### src/dram_ctrl_pkg.sv
// Purpose: Shared constants for the 1M x 1 DRAM controller.
// Assumes: 100 MHz controller clock.
// Notes:   Times are kept in their own unit; cycle counts derive from them.
package dram_ctrl_pkg;

  // ----------------------------------------------------------------
  // Clock and geometry
  // ----------------------------------------------------------------
  localparam int unsigned CLK_PERIOD_PS  = 10000;
  localparam int unsigned ADDR_W         = 20;
  localparam int unsigned PIN_W          = 10;
  localparam int unsigned REFRESH_ROWS   = 512;
  localparam int unsigned INIT_CYCLES    = 8;

  // ----------------------------------------------------------------
  // Timing figures (ns and us as printed)
  // ----------------------------------------------------------------
  localparam int unsigned ROW_STROBE_ACCESS_NS    = 70;
  localparam int unsigned COL_STROBE_ACCESS_NS    = 20;
  localparam int unsigned COL_ADDR_ACCESS_NS      = 35;
  localparam int unsigned ROW_ADDR_HOLD_NS        = 10;
  localparam int unsigned ROW_PRECHARGE_NS        = 60;
  localparam int unsigned ROW_PULSE_NS            = 70;
  localparam int unsigned COL_PRECHARGE_NS        = 20;
  localparam int unsigned FAST_COL_CYCLE_NS       = 40;
  localparam int unsigned DATA_HOLD_NS            = 10;
  localparam int unsigned POWERUP_PAUSE_US        = 200;
  localparam int unsigned REFRESH_INTERVAL_US     = 8200;

  // Least times round up
  function automatic int unsigned ns_to_cyc_up(input int unsigned ns);
    int unsigned c;
    c = (ns * 1000 + CLK_PERIOD_PS - 1) / CLK_PERIOD_PS;
    return (c < 1) ? 1 : c;
  endfunction

  // Longest times round down
  function automatic int unsigned ns_to_cyc_dn(input int unsigned ns);
    int unsigned c;
    c = (ns * 1000) / CLK_PERIOD_PS;
    return (c < 1) ? 1 : c;
  endfunction

  localparam int unsigned ROW_ACCESS_CYC   = ns_to_cyc_up(ROW_STROBE_ACCESS_NS);
  localparam int unsigned COL_ACCESS_CYC   = ns_to_cyc_up(COL_STROBE_ACCESS_NS);
  localparam int unsigned ADDR_ACCESS_CYC  = ns_to_cyc_up(COL_ADDR_ACCESS_NS);
  localparam int unsigned ROW_HOLD_CYC     = ns_to_cyc_up(ROW_ADDR_HOLD_NS);
  localparam int unsigned PRECHARGE_CYC    = ns_to_cyc_up(ROW_PRECHARGE_NS);
  localparam int unsigned ROW_PULSE_CYC    = ns_to_cyc_up(ROW_PULSE_NS);
  localparam int unsigned COL_PRE_CYC      = ns_to_cyc_up(COL_PRECHARGE_NS);
  localparam int unsigned FAST_COL_CYC     = ns_to_cyc_up(FAST_COL_CYCLE_NS);
  localparam int unsigned DATA_HOLD_CYC    = ns_to_cyc_up(DATA_HOLD_NS);
  localparam int unsigned POWERUP_CYC      = ns_to_cyc_up(POWERUP_PAUSE_US * 1000);
  // Refresh one row per slot: interval spread evenly over all rows, rounded down
  localparam int unsigned REFRESH_SLOT_CYC =
    ns_to_cyc_dn(REFRESH_INTERVAL_US * 1000 / REFRESH_ROWS);

  // Stages between the data-out pin and the capture flop
  localparam int unsigned SYNC_STAGES = 2;
  // Access wait after column strobe falls: longest applicable of the three,
  // plus the synchroniser, or the capture would see the bit before it settles
  localparam int unsigned READ_WAIT_CYC =
    ((COL_ACCESS_CYC > ADDR_ACCESS_CYC) ? COL_ACCESS_CYC : ADDR_ACCESS_CYC) + SYNC_STAGES;

  localparam int unsigned TIMER_W = 16;

endpackage

### src/cycle_timer.sv
// Purpose: Down-counting delay timer for the DRAM sequencer.
// Assumes: load_i and a nonzero count start a wait; done_o is a level.
// Notes:   A count of zero is treated as one cycle.
module cycle_timer
  import dram_ctrl_pkg::*;
#(
  parameter int unsigned WIDTH = TIMER_W
) (
  input  wire logic             ref_clk_i,
  input  wire logic             rst_n_i,
  input  wire logic             load_i,
  input  wire logic [WIDTH-1:0] count_i,
  output logic                  done_o
);

  initial begin
    if (WIDTH < 8) $error("cycle_timer WIDTH too small");
  end

  logic [WIDTH-1:0] remain;

  // ----------------------------------------------------------------
  // Countdown
  // ----------------------------------------------------------------
  // Loading count-1 lets done rise exactly count cycles after load
  always_ff @(posedge ref_clk_i or negedge rst_n_i) begin
    if (!rst_n_i) begin
      remain <= '0;
    end else if (load_i) begin
      remain <= (count_i == '0) ? '0 : count_i - 1'b1;
    end else if (remain != '0) begin
      remain <= remain - 1'b1;
    end
  end

  assign done_o = (remain == '0) && !load_i;

endmodule

### src/dram_ctrl.sv
// Purpose: Controller for a 1M x 1 asynchronous DRAM: init, refresh, access.
// Assumes: 100 MHz clock; the memory is on the pins below, data-in and
//          data-out on separate pins (or joined, when only early writes used).
// Notes:   Writes are always early writes, so data-out never fights data-in.
//          Reads also wait out the two-stage synchroniser on data-out, so a
//          read ends a little later than the access time alone would need.
module dram_ctrl
  import dram_ctrl_pkg::*;
#(
  parameter int unsigned POWERUP_CYCLES = POWERUP_CYC,
  parameter int unsigned REFRESH_CYCLES = REFRESH_SLOT_CYC,
  parameter bit          USE_CBR        = 1'b1
) (
  input  wire logic              ref_clk_i,
  input  wire logic              rst_n_i,
  input  wire logic              req_valid_i,
  output logic                   req_ready_o,
  input  wire logic              req_write_i,
  input  wire logic [ADDR_W-1:0] req_addr_i,
  input  wire logic              req_wdata_i,
  output logic                   rsp_valid_o,
  output logic                   rsp_rdata_o,
  output logic                   init_done_o,
  output logic                   row_strobe_n_o,
  output logic                   col_strobe_n_o,
  output logic                   write_strobe_n_o,
  output logic [PIN_W-1:0]       multiplexed_address_pins_o,
  output logic                   data_in_o,
  input  wire logic              data_out_i
);

  initial begin
    if (POWERUP_CYCLES < 1 || POWERUP_CYCLES > 65535) $error("POWERUP_CYCLES out of range");
    if (REFRESH_CYCLES < 64 || REFRESH_CYCLES > 65535) $error("REFRESH_CYCLES out of range");
    // Every wait handed to the shared timer must fit its count width
    if (ROW_PULSE_CYC >= 2**TIMER_W || PRECHARGE_CYC >= 2**TIMER_W) $error("row timing exceeds timer width");
    if (READ_WAIT_CYC >= 2**TIMER_W || COL_PRE_CYC >= 2**TIMER_W) $error("column timing exceeds timer width");
    // A slot shorter than one access plus one refresh would let refresh lag
    if (REFRESH_CYCLES < 2 * (ROW_PULSE_CYC + PRECHARGE_CYC) + READ_WAIT_CYC + 16) $error("refresh slot too short");
  end

  // Sequencer states: one access or one refresh at a time, each ending in a
  // full row precharge. The shared timer paces every step but the one-cycle
  // ST_ROW, so a timed state waits for timer_done with no load pending before it moves on.
  typedef enum logic [3:0] {
    ST_POWERUP  = 4'h0,
    ST_IDLE     = 4'h1,
    ST_ROW      = 4'h2,
    ST_COL      = 4'h3,
    ST_ACCESS   = 4'h4,
    ST_COL_PRE  = 4'h5,
    ST_PRECHG   = 4'h6,
    ST_RF_CAS   = 4'h7,
    ST_RF_RAS   = 4'h8,
    ST_RF_END   = 4'h9
  } state_e;

  state_e                 state;
  logic                   timer_load;
  logic [TIMER_W-1:0]     timer_count;
  logic                   timer_done;
  logic [TIMER_W-1:0]     refresh_ctr;
  logic                   refresh_due;
  logic [3:0]             init_left;
  logic [8:0]             ror_row;
  logic                   cur_write;
  logic [ADDR_W-1:0]      cur_addr;
  logic                   data_meta;
  logic                   data_sync;

  // ----------------------------------------------------------------
  // Shared delay timer
  // ----------------------------------------------------------------
  // One timer serves every wait; the states never overlap, so sharing is safe
  cycle_timer #(
    .WIDTH (TIMER_W)
  ) u_timer (
    .ref_clk_i (ref_clk_i),
    .rst_n_i   (rst_n_i),
    .load_i    (timer_load),
    .count_i   (timer_count),
    .done_o    (timer_done)
  );

  // Size-cast a cycle count onto the timer's load width; widths checked above
  function automatic logic [TIMER_W-1:0] tc(input int unsigned n);
    return TIMER_W'(n);
  endfunction

  // ----------------------------------------------------------------
  // Input synchroniser for the asynchronous data-out pin
  // ----------------------------------------------------------------
  always_ff @(posedge ref_clk_i or negedge rst_n_i) begin
    if (!rst_n_i) begin
      data_meta <= 1'b0;
      data_sync <= 1'b0;
    end else begin
      // Only the second stage feeds logic; the first may be metastable
      data_meta <= data_out_i;
      data_sync <= data_meta;
    end
  end

  // ----------------------------------------------------------------
  // Refresh interval counter
  // ----------------------------------------------------------------
  // One row per slot keeps all 512 rows inside the interval
  // The slot counter runs from reset, so the first periodic refresh may come
  // early; an early refresh costs a few cycles and never starves a row
  always_ff @(posedge ref_clk_i or negedge rst_n_i) begin
    if (!rst_n_i) begin
      refresh_ctr <= '0;
      refresh_due <= 1'b0;
    end else begin
      if (refresh_ctr == tc(REFRESH_CYCLES - 1)) begin
        refresh_ctr <= '0;
      end else begin
        refresh_ctr <= refresh_ctr + 1'b1;
      end
      // Set wins over clear when both land in one cycle
      if (refresh_ctr == tc(REFRESH_CYCLES - 1) && init_done_o) begin
        refresh_due <= 1'b1;
      end else if (state == ST_RF_END) begin
        refresh_due <= 1'b0;
      end
    end
  end

  // ----------------------------------------------------------------
  // Main sequencer
  // ----------------------------------------------------------------
  // Refresh is checked before requests in idle and between accesses
  // Every pin output here is a flop, so the pins change only on clock edges
  always_ff @(posedge ref_clk_i or negedge rst_n_i) begin
    if (!rst_n_i) begin
      state       <= ST_POWERUP;
      timer_load  <= 1'b1;
      timer_count <= '0;
      init_left   <= 4'h8;
      init_done_o <= 1'b0;
      ror_row     <= '0;
      cur_write   <= 1'b0;
      cur_addr    <= '0;
      rsp_valid_o <= 1'b0;
      rsp_rdata_o <= 1'b0;
      row_strobe_n_o   <= 1'b1;
      col_strobe_n_o   <= 1'b1;
      write_strobe_n_o <= 1'b1;
      multiplexed_address_pins_o <= '0;
      data_in_o   <= 1'b0;
    end else begin
      timer_load  <= 1'b0;
      rsp_valid_o <= 1'b0;
      case (state)
        ST_POWERUP: begin
          // A reset in mid-run returns here, so pause and init refreshes repeat
          if (timer_count == '0) begin
            timer_load  <= 1'b1;
            timer_count <= tc(POWERUP_CYCLES);
          end else if (timer_done && !timer_load) begin
            state <= ST_IDLE;
          end
        end
        ST_IDLE: begin
          if (!init_done_o || refresh_due) begin
            // Eight init refreshes, then periodic ones
            if (USE_CBR) begin
              col_strobe_n_o <= 1'b0;
              timer_load     <= 1'b1;
              timer_count    <= tc(COL_PRE_CYC);
              state          <= ST_RF_CAS;
            end else begin
              // Row-only refresh: next row on the pins, column strobe stays high
              multiplexed_address_pins_o <= {1'b0, ror_row};
              timer_load     <= 1'b1;
              timer_count    <= tc(1);
              state          <= ST_RF_CAS;
            end
          end else if (req_valid_i) begin
            // Row half first, set up before the row strobe falls
            cur_write <= req_write_i;
            cur_addr  <= req_addr_i;
            multiplexed_address_pins_o <= req_addr_i[ADDR_W-1:PIN_W];
            // Data-in follows the request even for reads; the memory ignores it then
            data_in_o <= req_wdata_i;
            write_strobe_n_o <= !req_write_i;
            state     <= ST_ROW;
          end
        end
        ST_ROW: begin
          // Row half has had a full cycle of set-up on the pins
          row_strobe_n_o <= 1'b0;
          timer_load     <= 1'b1;
          timer_count    <= tc(ROW_HOLD_CYC);
          state          <= ST_COL;
        end
        ST_COL: begin
          if (timer_done && !timer_load) begin
            // Column half after row hold; the flow-through latch takes it now
            multiplexed_address_pins_o <= cur_addr[PIN_W-1:0];
            state <= ST_ACCESS;
            timer_load  <= 1'b1;
            timer_count <= tc(1);
          end
        end
        ST_ACCESS: begin
          // Read wait covers the slower column access path and the two
          // synchroniser stages, so the captured bit is the settled one
          if (col_strobe_n_o && timer_done && !timer_load) begin
            col_strobe_n_o <= 1'b0;
            timer_load     <= 1'b1;
            timer_count    <= tc(cur_write ? DATA_HOLD_CYC : READ_WAIT_CYC);
          end else if (!col_strobe_n_o && timer_done && !timer_load) begin
            if (!cur_write) begin
              rsp_rdata_o <= data_sync;
            end
            rsp_valid_o    <= 1'b1;
            col_strobe_n_o <= 1'b1;
            write_strobe_n_o <= 1'b1;
            timer_load     <= 1'b1;
            timer_count    <= tc(ROW_PULSE_CYC);
            state          <= ST_PRECHG;
          end
        end
        ST_PRECHG: begin
          if (row_strobe_n_o == 1'b0 && timer_done && !timer_load) begin
            row_strobe_n_o <= 1'b1;
            timer_load     <= 1'b1;
            timer_count    <= tc(PRECHARGE_CYC);
          end else if (row_strobe_n_o && timer_done && !timer_load) begin
            // Accesses are spaced by a full precharge, far slower than the
            // fast column rate; this controller never issues fast column cycles
            state <= ST_IDLE;
          end
        end
        ST_RF_CAS: begin
          if (timer_done && !timer_load) begin
            // Column strobe has met its set-up; the row strobe starts the refresh
            row_strobe_n_o <= 1'b0;
            timer_load     <= 1'b1;
            timer_count    <= tc(ROW_PULSE_CYC);
            state          <= ST_RF_RAS;
          end
        end
        ST_RF_RAS: begin
          if (timer_done && !timer_load) begin
            row_strobe_n_o <= 1'b1;
            col_strobe_n_o <= 1'b1;
            // Row counter only steers row-only refresh; the memory counts its own
            ror_row        <= ror_row + 1'b1;
            timer_load     <= 1'b1;
            timer_count    <= tc(PRECHARGE_CYC);
            state          <= ST_RF_END;
          end
        end
        ST_RF_END: begin
          if (timer_done && !timer_load) begin
            if (!init_done_o) begin
              // Last init refresh opens the request path
              if (init_left == 4'h1) begin
                init_done_o <= 1'b1;
              end
              init_left <= init_left - 1'b1;
            end
            state <= ST_IDLE;
          end
        end
        default: begin
          state <= ST_IDLE;
        end
      endcase
    end
  end

  // ----------------------------------------------------------------
  // Request handshake
  // ----------------------------------------------------------------
  // Ready only in idle with no refresh owed; refresh goes first
  assign req_ready_o = (state == ST_IDLE) && init_done_o && !refresh_due;

endmodule

### config.mk
export PLATFORM = sky130hd
export DESIGN_NAME = dram_ctrl
export DESIGN_NICKNAME = d
export VERILOG_FILES = /design/src/dram_ctrl_pkg.sv /design/src/cycle_timer.sv /design/src/dram_ctrl.sv
export SDC_FILE = /design/constraint.sdc
export NUM_CORES = 1
export LEC_CHECK = 0
export ABC_CLOCK_PERIOD_IN_PS = 3900
export BUFFER_PORTS_ARGS = -buffer_cell sky130_fd_sc_hd__buf_4
export CORE_UTILIZATION = 64
export DETAILED_ROUTE_END_ITERATION = 16
export PLACE_DENSITY = 0.9
export REMOVE_ABC_BUFFERS = 1
export SYNTH_ARGS = -nofsm -noshare
export SYNTH_HDL_FRONTEND = slang
export SYNTH_HIERARCHICAL = 1
export SYNTH_SLANG_ARGS = --single-unit
### constraint.sdc
create_clock -name ref_clk_i -period 3.9 [get_ports ref_clk_i]
set_clock_uncertainty 0.2 [all_clocks]
set_input_delay 0.39 -clock ref_clk_i [delete_from_list [all_inputs] [get_ports ref_clk_i]]
set_output_delay 0.39 -clock ref_clk_i [all_outputs]
set_load 0.05 [all_outputs]
==> run_results.csv, run 1 <==
group,metric,value,unit
yosys,synth_edf_count,0,
timing,worstMarginPinSlew,918,ps
worst_setup_path,worstSetupStartpointType,"register",
finish,nets,524,
place,hpwl,6.48,mm
finish,n_antenna_cell,0,
timing,rsz0062_at_grt,"no",
clocking,clock-sinks,76,
routing,drcViolationCount,0,
clocking,cts_setup_buffers,0,
worst_setup_path,criticalPathCategory,"register to register",
routing,wire_per_inst,16.7,um
worst_setup_path,critical_path_arrival,3210,ps
routing,drt_iter0_drc,350,
grt,grt_pass1_wl,15.9,mm
worst_setup_path,crit_fanout,12,
power,p_leak,2.18,nW
timing,final-hold-violation-count,68,
power,p_switching,1.12,mW
power,power_frac_seq,0.424,
grt,grt_pass1_vias,3346,
worst_setup_path,reg2reg_from,"u_timer/remain[0]$_DFFE_PN0N_",
floorplan,coreArea,0.00639,mm^2
timing,period_needed,3170,ps
clocking,clk_latency,350,ps
yosys,yosys_warnings,6,
routing,num_vias,3477,
floorplan,num_rows,29,
place,gp_congestion,0.919,
finish,fillers,412,
yosys,async_flop_share,1.00,
timing,fin_hold_ws,-26.7,ps
clocking,numCtsBuffers,9,
job,drv_cap,0,
yosys,netlist_area,0.00425,mm^2
clocking,clockBufferDepth,2,
yosys,synth.area.top_cells,"dfrtp_1 (42%), xnor2_1 (4.5%), mux2_2 (4.2%), nand2_1 (3.4%), dfstp_2 (3.1%)",
routing,wirelength,9.60,mm
grt,antenna_found_initial,0,
grt,overflow,0,
power,pwr-share-clk,0.201,
floorplan,start_util,0.665,
power,power_density,568,mW/mm^2
yosys,synthFlopType,"dfrtp_1",
timing,slew_headroom,0.388,
yosys,yosys.area.top_type_share,0.418,
routing,drt_first_pass_iters,5,
clocking,root_buffer,"clkbuf_8",
clocking,tritoncts,"built",
clocking,ctsResizeCount,0,
finish,drive_above_1_share,0.204,
yosys,ys_seq_area_frac,0.449,
power,switching_share,0.401,
place,port_buffers,43,
routing,avgViaCountPerCell,6.07,
timing,post-route-period-util,0.813,
worst_setup_path,required,3940,ps
floorplan,die_x,83.5,um
clocking,h-tree-depth,3,
power,worst_ir_drop_vdd,0.000440,V
yosys,synthDistinctLibCells,68,
timing,setup_viol,0,
timing,fmax,0.315,GHz
floorplan,io-pin-count,44,
timing,drv_slew,0,
yosys,yosysMostFrequentCell,"dfrtp_1",
yosys,synth_largest_area_cell,"dfrtp_1",
finish,multi_input_area,0.00231,mm^2
power,p_int,1.67,mW
routing,ant_nets,0,
clocking,clk_pin_slew,80,ps
floorplan,dieArea,0.00697,mm^2
worst_setup_path,crit_path_start,"u_timer/remain[0]$_DFFE_PN0N_",
outcome,failed_checks,"hold timing",
finish,seqCellArea,0.00191,mm^2
worst_setup_path,cp-end-kind,"register",
yosys,avgSynthCellArea,10.1,um^2
place,dp_slack,832,ps
yosys,syn_inst,421,
timing,tns,0,ps
clocking,hold_buffers,2,
timing,layout_setup_ws,729,ps
power,power_frac_comb,0.375,
finish,area.growth.synth_to_final,15.7,%
grt,grt_max_degree,77,
min_path,hold_path.class,"primary input to asynchronous set/reset pin",
floorplan,die_height,83.5,um
grt,grt_use_total,0.291,
outcome,status,"finished, violations left",
yosys,synth.cells.most_frequent,"dfrtp_1 (71), nand2_1 (39), nor2_1 (35), xnor2_1 (22), o21ai_0 (20)",
yosys,ys_ff_latch,76,
## cells by family after synthesis
| kind of cell | after synthesis | share of synthesized area |
|---|---|---|
| AOI/OAI and AO/OA | 77 | 0.127 |
| adders and majority gates | 7 | 0.0206 |
| buffers and inverters | 29 | 0.0312 |
| other | 1 | 0.000883 |
| xor gates and xnor gates | 35 | 0.0722 |
| muxes | 30 | 0.0760 |
| DFF | 76 | 0.449 |
| and+or+nand+nor | 166 | 0.223 |
## stage by stage
stage,power (mW),utilization,cells,instance area (um^2)
floorplan,1.93,-,433,4270
global placement,2.15,0.737,555,4710
detailed placement,2.20,0.737,555,4710
CTS,2.78,0.769,573,4910
global route,2.95,0.769,573,4910
finish,2.79,0.769,573,4910
## placed cells by master (no fill, tap or decap), types with 5 or more instances in the layout
| master | synthesis | routed |
|---|---|---|
| dfrtp_1 | 71 | 71 |
| buf_4 | 1 | 45 |
| nand2_1 | 39 | 39 |
| nor2_1 | 35 | 35 |
| conb_1 | 1 | 28 |
| xnor2_1 | 22 | 22 |
| o21ai_0 | 20 | 20 |
| mux2_2 | 16 | 16 |
| inv_1 | 14 | 14 |
| xor2_1 | 13 | 13 |
| nand3_1 | 12 | 12 |
| mux2i_1 | 12 | 12 |
| nor3_1 | 11 | 10 |
| clkbuf_8 | 0 | 10 |
| nor4_1 | 9 | 9 |
| nand2b_1 | 8 | 8 |
| nor2b_1 | 8 | 8 |
| nand4_1 | 7 | 7 |
| a21oi_1 | 7 | 7 |
| o22ai_1 | 7 | 7 |
| ha_1 | 7 | 7 |
| and3_1 | 5 | 5 |
| dfstp_2 | 5 | 5 |
## worst paths after layout
check,depth (start not counted),slack [ps],end
min in group ref_clk_i,2,50,cur_addr[2]$_DFFE_PN0P_
worst min register to register,0,160,data_sync$_DFF_PN0_
worst min-delay path,1,-30,u_timer/remain[15]$_DFFE_PN0N_
worst max register to register,9,730,state[2]$_DFFE_PN0P_
max in group asynchronous,1,2950,timer_count[11]$_DFFE_PN0P_
worst max-delay path,9,730,state[2]$_DFFE_PN0P_
## cell type report
type                            instances  share of cell area
Clock buffer                           10              0.0280
Timing Repair Buffer                   47              0.0728
Sequential cell                        76               0.388
Multi-Input combinational cell        343               0.471
Inverter                               14              0.0107
Tap cell                               77              0.0196
Clock inverter                          6             0.00968
## flip-flops by register name, indices dropped and copies added, names as in the netlist, 4 cells and up
signal and cells:
refresh_ctr 16, u_timer/remain 16, cur_addr 10, multiplexed_address_pins_o 10, init_left 4, state 4
timer_count 4
## metal layers
layer	global-route usage	share of wire
met5	0	0
met4	0.0878	0.017
met3	0.0633	0.054
met2	0.479	0.50
met1	0.389	0.43
## worst max-delay path: stages (launching register included)
cell,delay [ps]
dfrtp_1,410
inv_1,160
ha_1,190
nor4b_1,250
and4_1,350
nand2b_1,290
o21ai_0,290
o311ai_2,140
a211oi_2,400
mux2_1,380
## power groups by stage
stage | Clock (mW) | Sequential (mW) | Combinational, mW
2_1_floorplan | 0 | 1.15 | 0.772
3_3_place_gp | 0 | 1.18 | 0.976
3_5_place_dp | 0 | 1.19 | 1.01
4_1_cts | 0.569 | 1.17 | 1.03
5_1_grt | 0.607 | 1.21 | 1.14
6_report | 0.560 | 1.18 | 1.05
Power figures use the tool's default switching activity.
==> run 2: changes to the inputs <==
ABC_CLOCK_PERIOD_IN_PS = 2600   (was 3900)
CORE_UTILIZATION = 53   (was 64)
PLACE_DENSITY = 0.8   (was 0.9)
clock period = 2.6 ns   (was 3.9 ns; I/O delays follow)
==> run 2 against run 1 <==
  * The run now ends clean
  * Register-to-register slack worse by 660 ps
  * Combinational power is 94% higher
  * Flip-flop and latch count unchanged
  * First-iteration DRC count shrank 33%
  * Clock power up 78%
  * Core utilization shrank 6.5 points
  * Via count grew 6.2%
  * Cell area grew 11%
  * Total power rose by 68%
  * Fmax up 25%
  * Worst hold slack improved by 32 ps
  * Critical path type unchanged
==> run_results.csv, run 2 (synthesized netlist as in run 1, its figures left out) <==
group,metric,value,unit
outcome,status,"complete, no violations",
timing,drv_slew,0,
finish,drive_above_1_share,0.254,
finish,layout_commonest_cell,"buf_4",
timing,fin_hold_ws,5.60,ps
finish,seqCellArea,0.00191,mm^2
worst_setup_path,setup.worst_path.end,"timer_count[1]$_DFFE_PN0P_",
clocking,numCtsBuffers,9,
floorplan,num_rows,32,
grt,overflow,0,
routing,num_vias,3694,
finish,area.growth.synth_to_final,28.2,%
worst_setup_path,r2r_cells,9,
finish,fillers,522,
timing,tns,0,ps
floorplan,dieArea,0.00838,mm^2
clocking,clk_pin_slew,80,ps
clocking,clockBufferDepth,2,
worst_setup_path,crit_path_start,"u_timer/remain[1]$_DFFE_PN0N_",
place,gp_congestion,0.953,
worst_setup_path,reg2reg_from,"u_timer/remain[1]$_DFFE_PN0N_",
place,port_buffers,43,
timing,slew_headroom,0.503,
grt,grt_pass1_wl,17.3,mm
power,worst_ir_drop_vdd,0.000532,V
finish,nets,571,
clocking,tritoncts,"built",
timing,fmax,0.395,GHz
timing,period_needed,2530,ps
floorplan,die_x,91.5,um
routing,ant_nets,0,
power,power_density,863,mW/mm^2
floorplan,die_height,91.5,um
timing,post-route-period-util,0.973,
routing,drt_iter0_drc,236,
timing,final-hold-violation-count,0,
worst_setup_path,crit_fanout,3,
power,p_leak,2.42,nW
grt,antenna_found_initial,0,
finish,layout_common_cells,"buf_4 (72), dfrtp_1 (71), nand2_1 (39), nor2_1 (35), conb_1 (28)",
floorplan,coreArea,0.00773,mm^2
clocking,root_buffer,"clkbuf_8",
clocking,h-tree-depth,3,
clocking,clock-sinks,76,
worst_setup_path,r2r-end,"timer_count[1]$_DFFE_PN0P_",
timing,worstMarginPinSlew,741,ps
worst_setup_path,worstSetupStartpointType,"register",
grt,grt_pass1_vias,3562,
finish,multi_input_area,0.00237,mm^2
routing,wirelength,10.6,mm
timing,setup_viol,0,
worst_setup_path,required,2640,ps
worst_setup_path,r2r_slack,70,ps
routing,drt_first_pass_iters,5,
min_path,hold_path.class,"primary input to register",
finish,n_antenna_cell,0,
routing,wire_per_inst,16.4,um
routing,avgViaCountPerCell,5.73,
clocking,clk_latency,360,ps
floorplan,io-pin-count,44,
worst_setup_path,cp-end-kind,"register",
grt,grt_use_total,0.264,
routing,drcViolationCount,0,
worst_setup_path,critical_path_arrival,2570,ps
worst_setup_path,criticalPathCategory,"register to register",
place,hpwl,7.04,mm
finish,reg.largest.list,"refresh_ctr: 16 flops, u_timer/remain: 16 flops",
job,drv_cap,0,
grt,grt_max_degree,77,
floorplan,start_util,0.550,
-- run 2: cell types whose count changed in the layout (fill, tap and decap cells not counted), sizes merged --
cell / change
bufinv: +2
dlygate4sd3: +19
inv: -1
buf: +28
clkinv: -1
-- run 2: critical path: stages (launching register included) --
cell and delay [ps]:
dfrtp_1 380, inv_1 100, ha_2 190, nor4b_4 200, and4_4 300, nor2b_2 250
and3_1 180, o311ai_0 130, or2b_1 240, mux2_2 260
-- run 2: layout make-up --
class	instances	area share
Sequential cell	76	0.350
Tap cell	102	0.0234
Inverter	14	0.00965
Timing Repair Buffer	94	0.142
Clock buffer	10	0.0234
Clock inverter	6	0.0165
Multi-Input combinational cell	343	0.435
-- run 2: how the worst min path moves through the flow --
stage / depth (start not counted) / endpoint / slack [ps] / start
after floorplan: 0 / cur_addr[0]$_DFFE_PN0P_ / -240 / rst_n_i
after global routing: 3 / multiplexed_address_pins_o[8]$_DFFE_PN0P_ / 10 / req_addr_i[18]
after global placement: 2 / u_timer/remain[9]$_DFFE_PN0N_ / 110 / rst_n_i
final: 3 / multiplexed_address_pins_o[8]$_DFFE_PN0P_ / 6 / req_addr_i[18]
after detailed placement: 2 / u_timer/remain[9]$_DFFE_PN0N_ / 110 / rst_n_i
after CTS: 3 / multiplexed_address_pins_o[8]$_DFFE_PN0P_ / 3 / req_addr_i[18]
-- run 2: metrics by stage --
stage	power (mW)	setup WS, ps	cells	utilization	cell area [um^2]
final	4.70	69.2	645	0.705	5440
after detailed placement	3.52	-135	605	0.639	4940
after CTS	4.57	28.6	643	0.697	5390
after global placement	3.44	21.4	605	0.639	4940
after global routing	4.94	-36.1	645	0.705	5440
after floorplan	2.89	-634	433	-	4270
-- run 2: where the power goes --
group / leakage, nW / internal, mW / switching (mW)
Clock: 0.106 / 0.543 / 0.455
Sequential: 0.987 / 1.39 / 0.271
Combinational: 1.33 / 0.982 / 1.06
-- run 2: repair_timing --
item | CTS | global route
resized for setup | 2 | 10
endpoints found under the hold margin | 92 | 0
buffers inserted | 1 | 2
cloned | 0 | 0
pin swaps | 1 | 2
hold buffers | 21 | 0
endpoints found under the setup margin | 14 | 12
-- run 2: layer usage --
| metal | up-vias | global-route usage | share of wire |
|---|---|---|---|
| met5 | - | 0 | 0 |
| met4 | 0 | 0.0979 | 0.031 |
| met3 | 29 | 0.0486 | 0.047 |
| met2 | 139 | 0.465 | 0.52 |
| met1 | 1813 | 0.321 | 0.41 |
| li1 | 1713 | - | - |
==> run 3: changes to the inputs <==
CORE_ASPECT_RATIO = 1.1   (was default)
CTS_BUF_LIST = sky130_fd_sc_hd__clkbuf_16   (was default)
==> run 3 against run 2 <==
  * Fmax shrank 1.1%
  * Core utilization grew 1.5 points
  * Critical endpoint is now state[2]$_DFFE_PN0P_
  * Critical path depth grew 1
  * Non-clock buffer count shrank 2
  * Count of clock-buffer cells in the layout shrank 1
  * Global-route usage grew 0.61 points
  * Largest power group unchanged
  * Cell area grew 0.44%
  * Flip-flop and latch count is the same
  * Highest routed layer unchanged
==> run_results.csv, run 3 (synthesized netlist as in run 1, its figures left out) <==
group,metric,value,unit
clocking,clk_pin_slew,70,ps
clocking,numCtsBuffers,9,
worst_setup_path,reg2reg_from,"u_timer/remain[14]$_DFFE_PN0N_",
timing,slew_headroom,0.383,
grt,antenna_found_initial,0,
floorplan,coreArea,0.00760,mm^2
clocking,clk_latency,340,ps
power,worst_ir_drop_vdd,0.000600,V
finish,area.growth.synth_to_final,28.7,%
outcome,status,"complete, no violations",
worst_setup_path,cp-end-kind,"register",
timing,setup_viol,0,
finish,n_antenna_cell,0,
floorplan,io-pin-count,44,
finish,reg.largest.list,"refresh_ctr: 16 flops, u_timer/remain: 16 flops",
worst_setup_path,critical_path_arrival,2570,ps
grt,grt_use_total,0.270,
floorplan,dieArea,0.00838,mm^2
power,power_density,904,mW/mm^2
routing,drcViolationCount,0,
min_path,min_from,"req_addr_i[13]",
clocking,h-tree-depth,3,
worst_setup_path,r2r-end,"state[2]$_DFFE_PN0P_",
routing,num_vias,3677,
routing,drt_first_pass_iters,5,
clocking,root_buffer,"clkbuf_16",
routing,wirelength,10.9,mm
power,p_int,3.06,mW
grt,overflow,0,
min_path,hold_depth,3,
timing,fmax,0.391,GHz
routing,avgViaCountPerCell,5.69,
clocking,tritoncts,"built",
floorplan,die_height,95.9,um
clocking,clock-sinks,76,
finish,nets,569,
timing,drv_slew,0,
job,drv_cap,0,
worst_setup_path,r2r_slack,40,ps
power,p_switching,1.89,mW
timing,final-hold-violation-count,0,
power,p_total,4.95,mW
grt,grt_max_degree,77,
worst_setup_path,criticalPathCategory,"register to register",
timing,period_needed,2560,ps
power,switching_share,0.381,
place,gp_congestion,0.921,
timing,post-route-period-util,0.984,
place,hpwl,7.08,mm
routing,drt_iter0_drc,240,
routing,ant_nets,0,
finish,utilization,0.720,
worst_setup_path,r2r_cells,10,
place,port_buffers,43,
power,power_frac_seq,0.326,
finish,drive_above_1_share,0.264,
floorplan,die_x,87.4,um
timing,layout_setup_ws,41.1,ps
worst_setup_path,required,2610,ps
finish,layout_common_cells,"buf_4 (77), dfrtp_1 (71), nand2_1 (39), nor2_1 (34), conb_1 (28)",
worst_setup_path,worstSetupStartpointType,"register",
power,power_frac_comb,0.430,
min_path,hold_path.class,"primary input to register",
timing,worstMarginPinSlew,926,ps
floorplan,start_util,0.559,
grt,grt_pass1_vias,3559,
power,pwr-share-clk,0.244,
finish,layout_commonest_cell,"buf_4",
place,dp_slack,-46.4,ps
power,p_leak,2.44,nW
worst_setup_path,crit_fanout,5,
grt,grt_pass1_wl,17.3,mm
floorplan,num_rows,33,
clocking,clockBufferDepth,2,
min_path,holdPathEnd,"multiplexed_address_pins_o[3]$_DFFE_PN0P_",
routing,wire_per_inst,16.9,um
==> run 3: cell types whose count changed in the layout (fill, tap and decap cells not counted), sizes merged <==
cell         change
dlygate4sd3      -7
buf              +5
inv              +3
bufinv           -2
clkbuf           -1
==> run 3: final cells by class <==
cell class,instances,area [um^2]
clock buffer,9,225
clock inverter,7,58.8
multi-input combinational,343,2360
fill,549,2130
timing repair buffer,92,729
sequential,76,1910
inverter,14,52.6
tap,105,131
==> run 3: layer usage <==
layer	up-vias	routed length, um	track usage
met5	-	0	0
met4	0	199	0.102
met3	21	497	0.0455
met2	156	5460	0.449
met1	1783	4740	0.355
li1	1717	-	-
==> run 3: worst max-delay path, cell delays in order (launching register included) <==
cell	delay (ps)
dfrtp_1	380
nor4_1	310
buf_4	180
and4_4	240
nand2b_1	110
buf_6	150
a32oi_1	150
nor2_1	80
a211oi_2	140
buf_4	160
mux2_1	320
==> run 3: worst max-delay path by stage <==
stage | endpoint | from | slack, ps
after floorplan | multiplexed_address_pins_o[0]$_DFFE_PN0P_ | state[1]$_DFFE_PN0P_ | -630
after global routing | state[1]$_DFFE_PN0P_ | u_timer/remain[14]$_DFFE_PN0N_ | -6
after CTS | state[2]$_DFFE_PN0P_ | u_timer/remain[1]$_DFFE_PN0N_ | 1
final | state[2]$_DFFE_PN0P_ | u_timer/remain[14]$_DFFE_PN0N_ | 40
after detailed placement | state[2]$_DFFE_PN0P_ | u_timer/remain[1]$_DFFE_PN0N_ | -50
after global placement | state[2]$_DFFE_PN0P_ | u_timer/remain[0]$_DFFE_PN0N_ | 70
==> run 3: what timing repair did <==
item	in CTS	in global routing
gates resized for setup	5	9
pin swaps	2	4
buffers inserted	1	4
cloned	0	0
hold endpoints to repair	85	0
hold buffers	14	0
endpoints found under the setup margin	5	8
==> run 3: per-stage QoR <==
step                      instances  cell area (um^2)  hold WS (ps)  TNS, ps
final                           646              5470          5.68        0
after global routing            646              5470          13.3    -10.8
after CTS                       642              5410          10.0        0
after detailed placement        611              4950           149    -75.9
after global placement          611              4950           138        0
after floorplan                 433              4270          -236    -6530
==> run 3: power groups by stage <==
stage          Clock [mW]  Combinational, mW  Sequential (mW)
6_report             1.21               2.13             1.61
5_1_grt              1.26               2.30             1.63
4_1_cts              1.21               2.05             1.59
3_5_place_dp            0               1.98             1.59
3_3_place_gp            0               1.93             1.58
2_1_floorplan           0               1.16             1.73
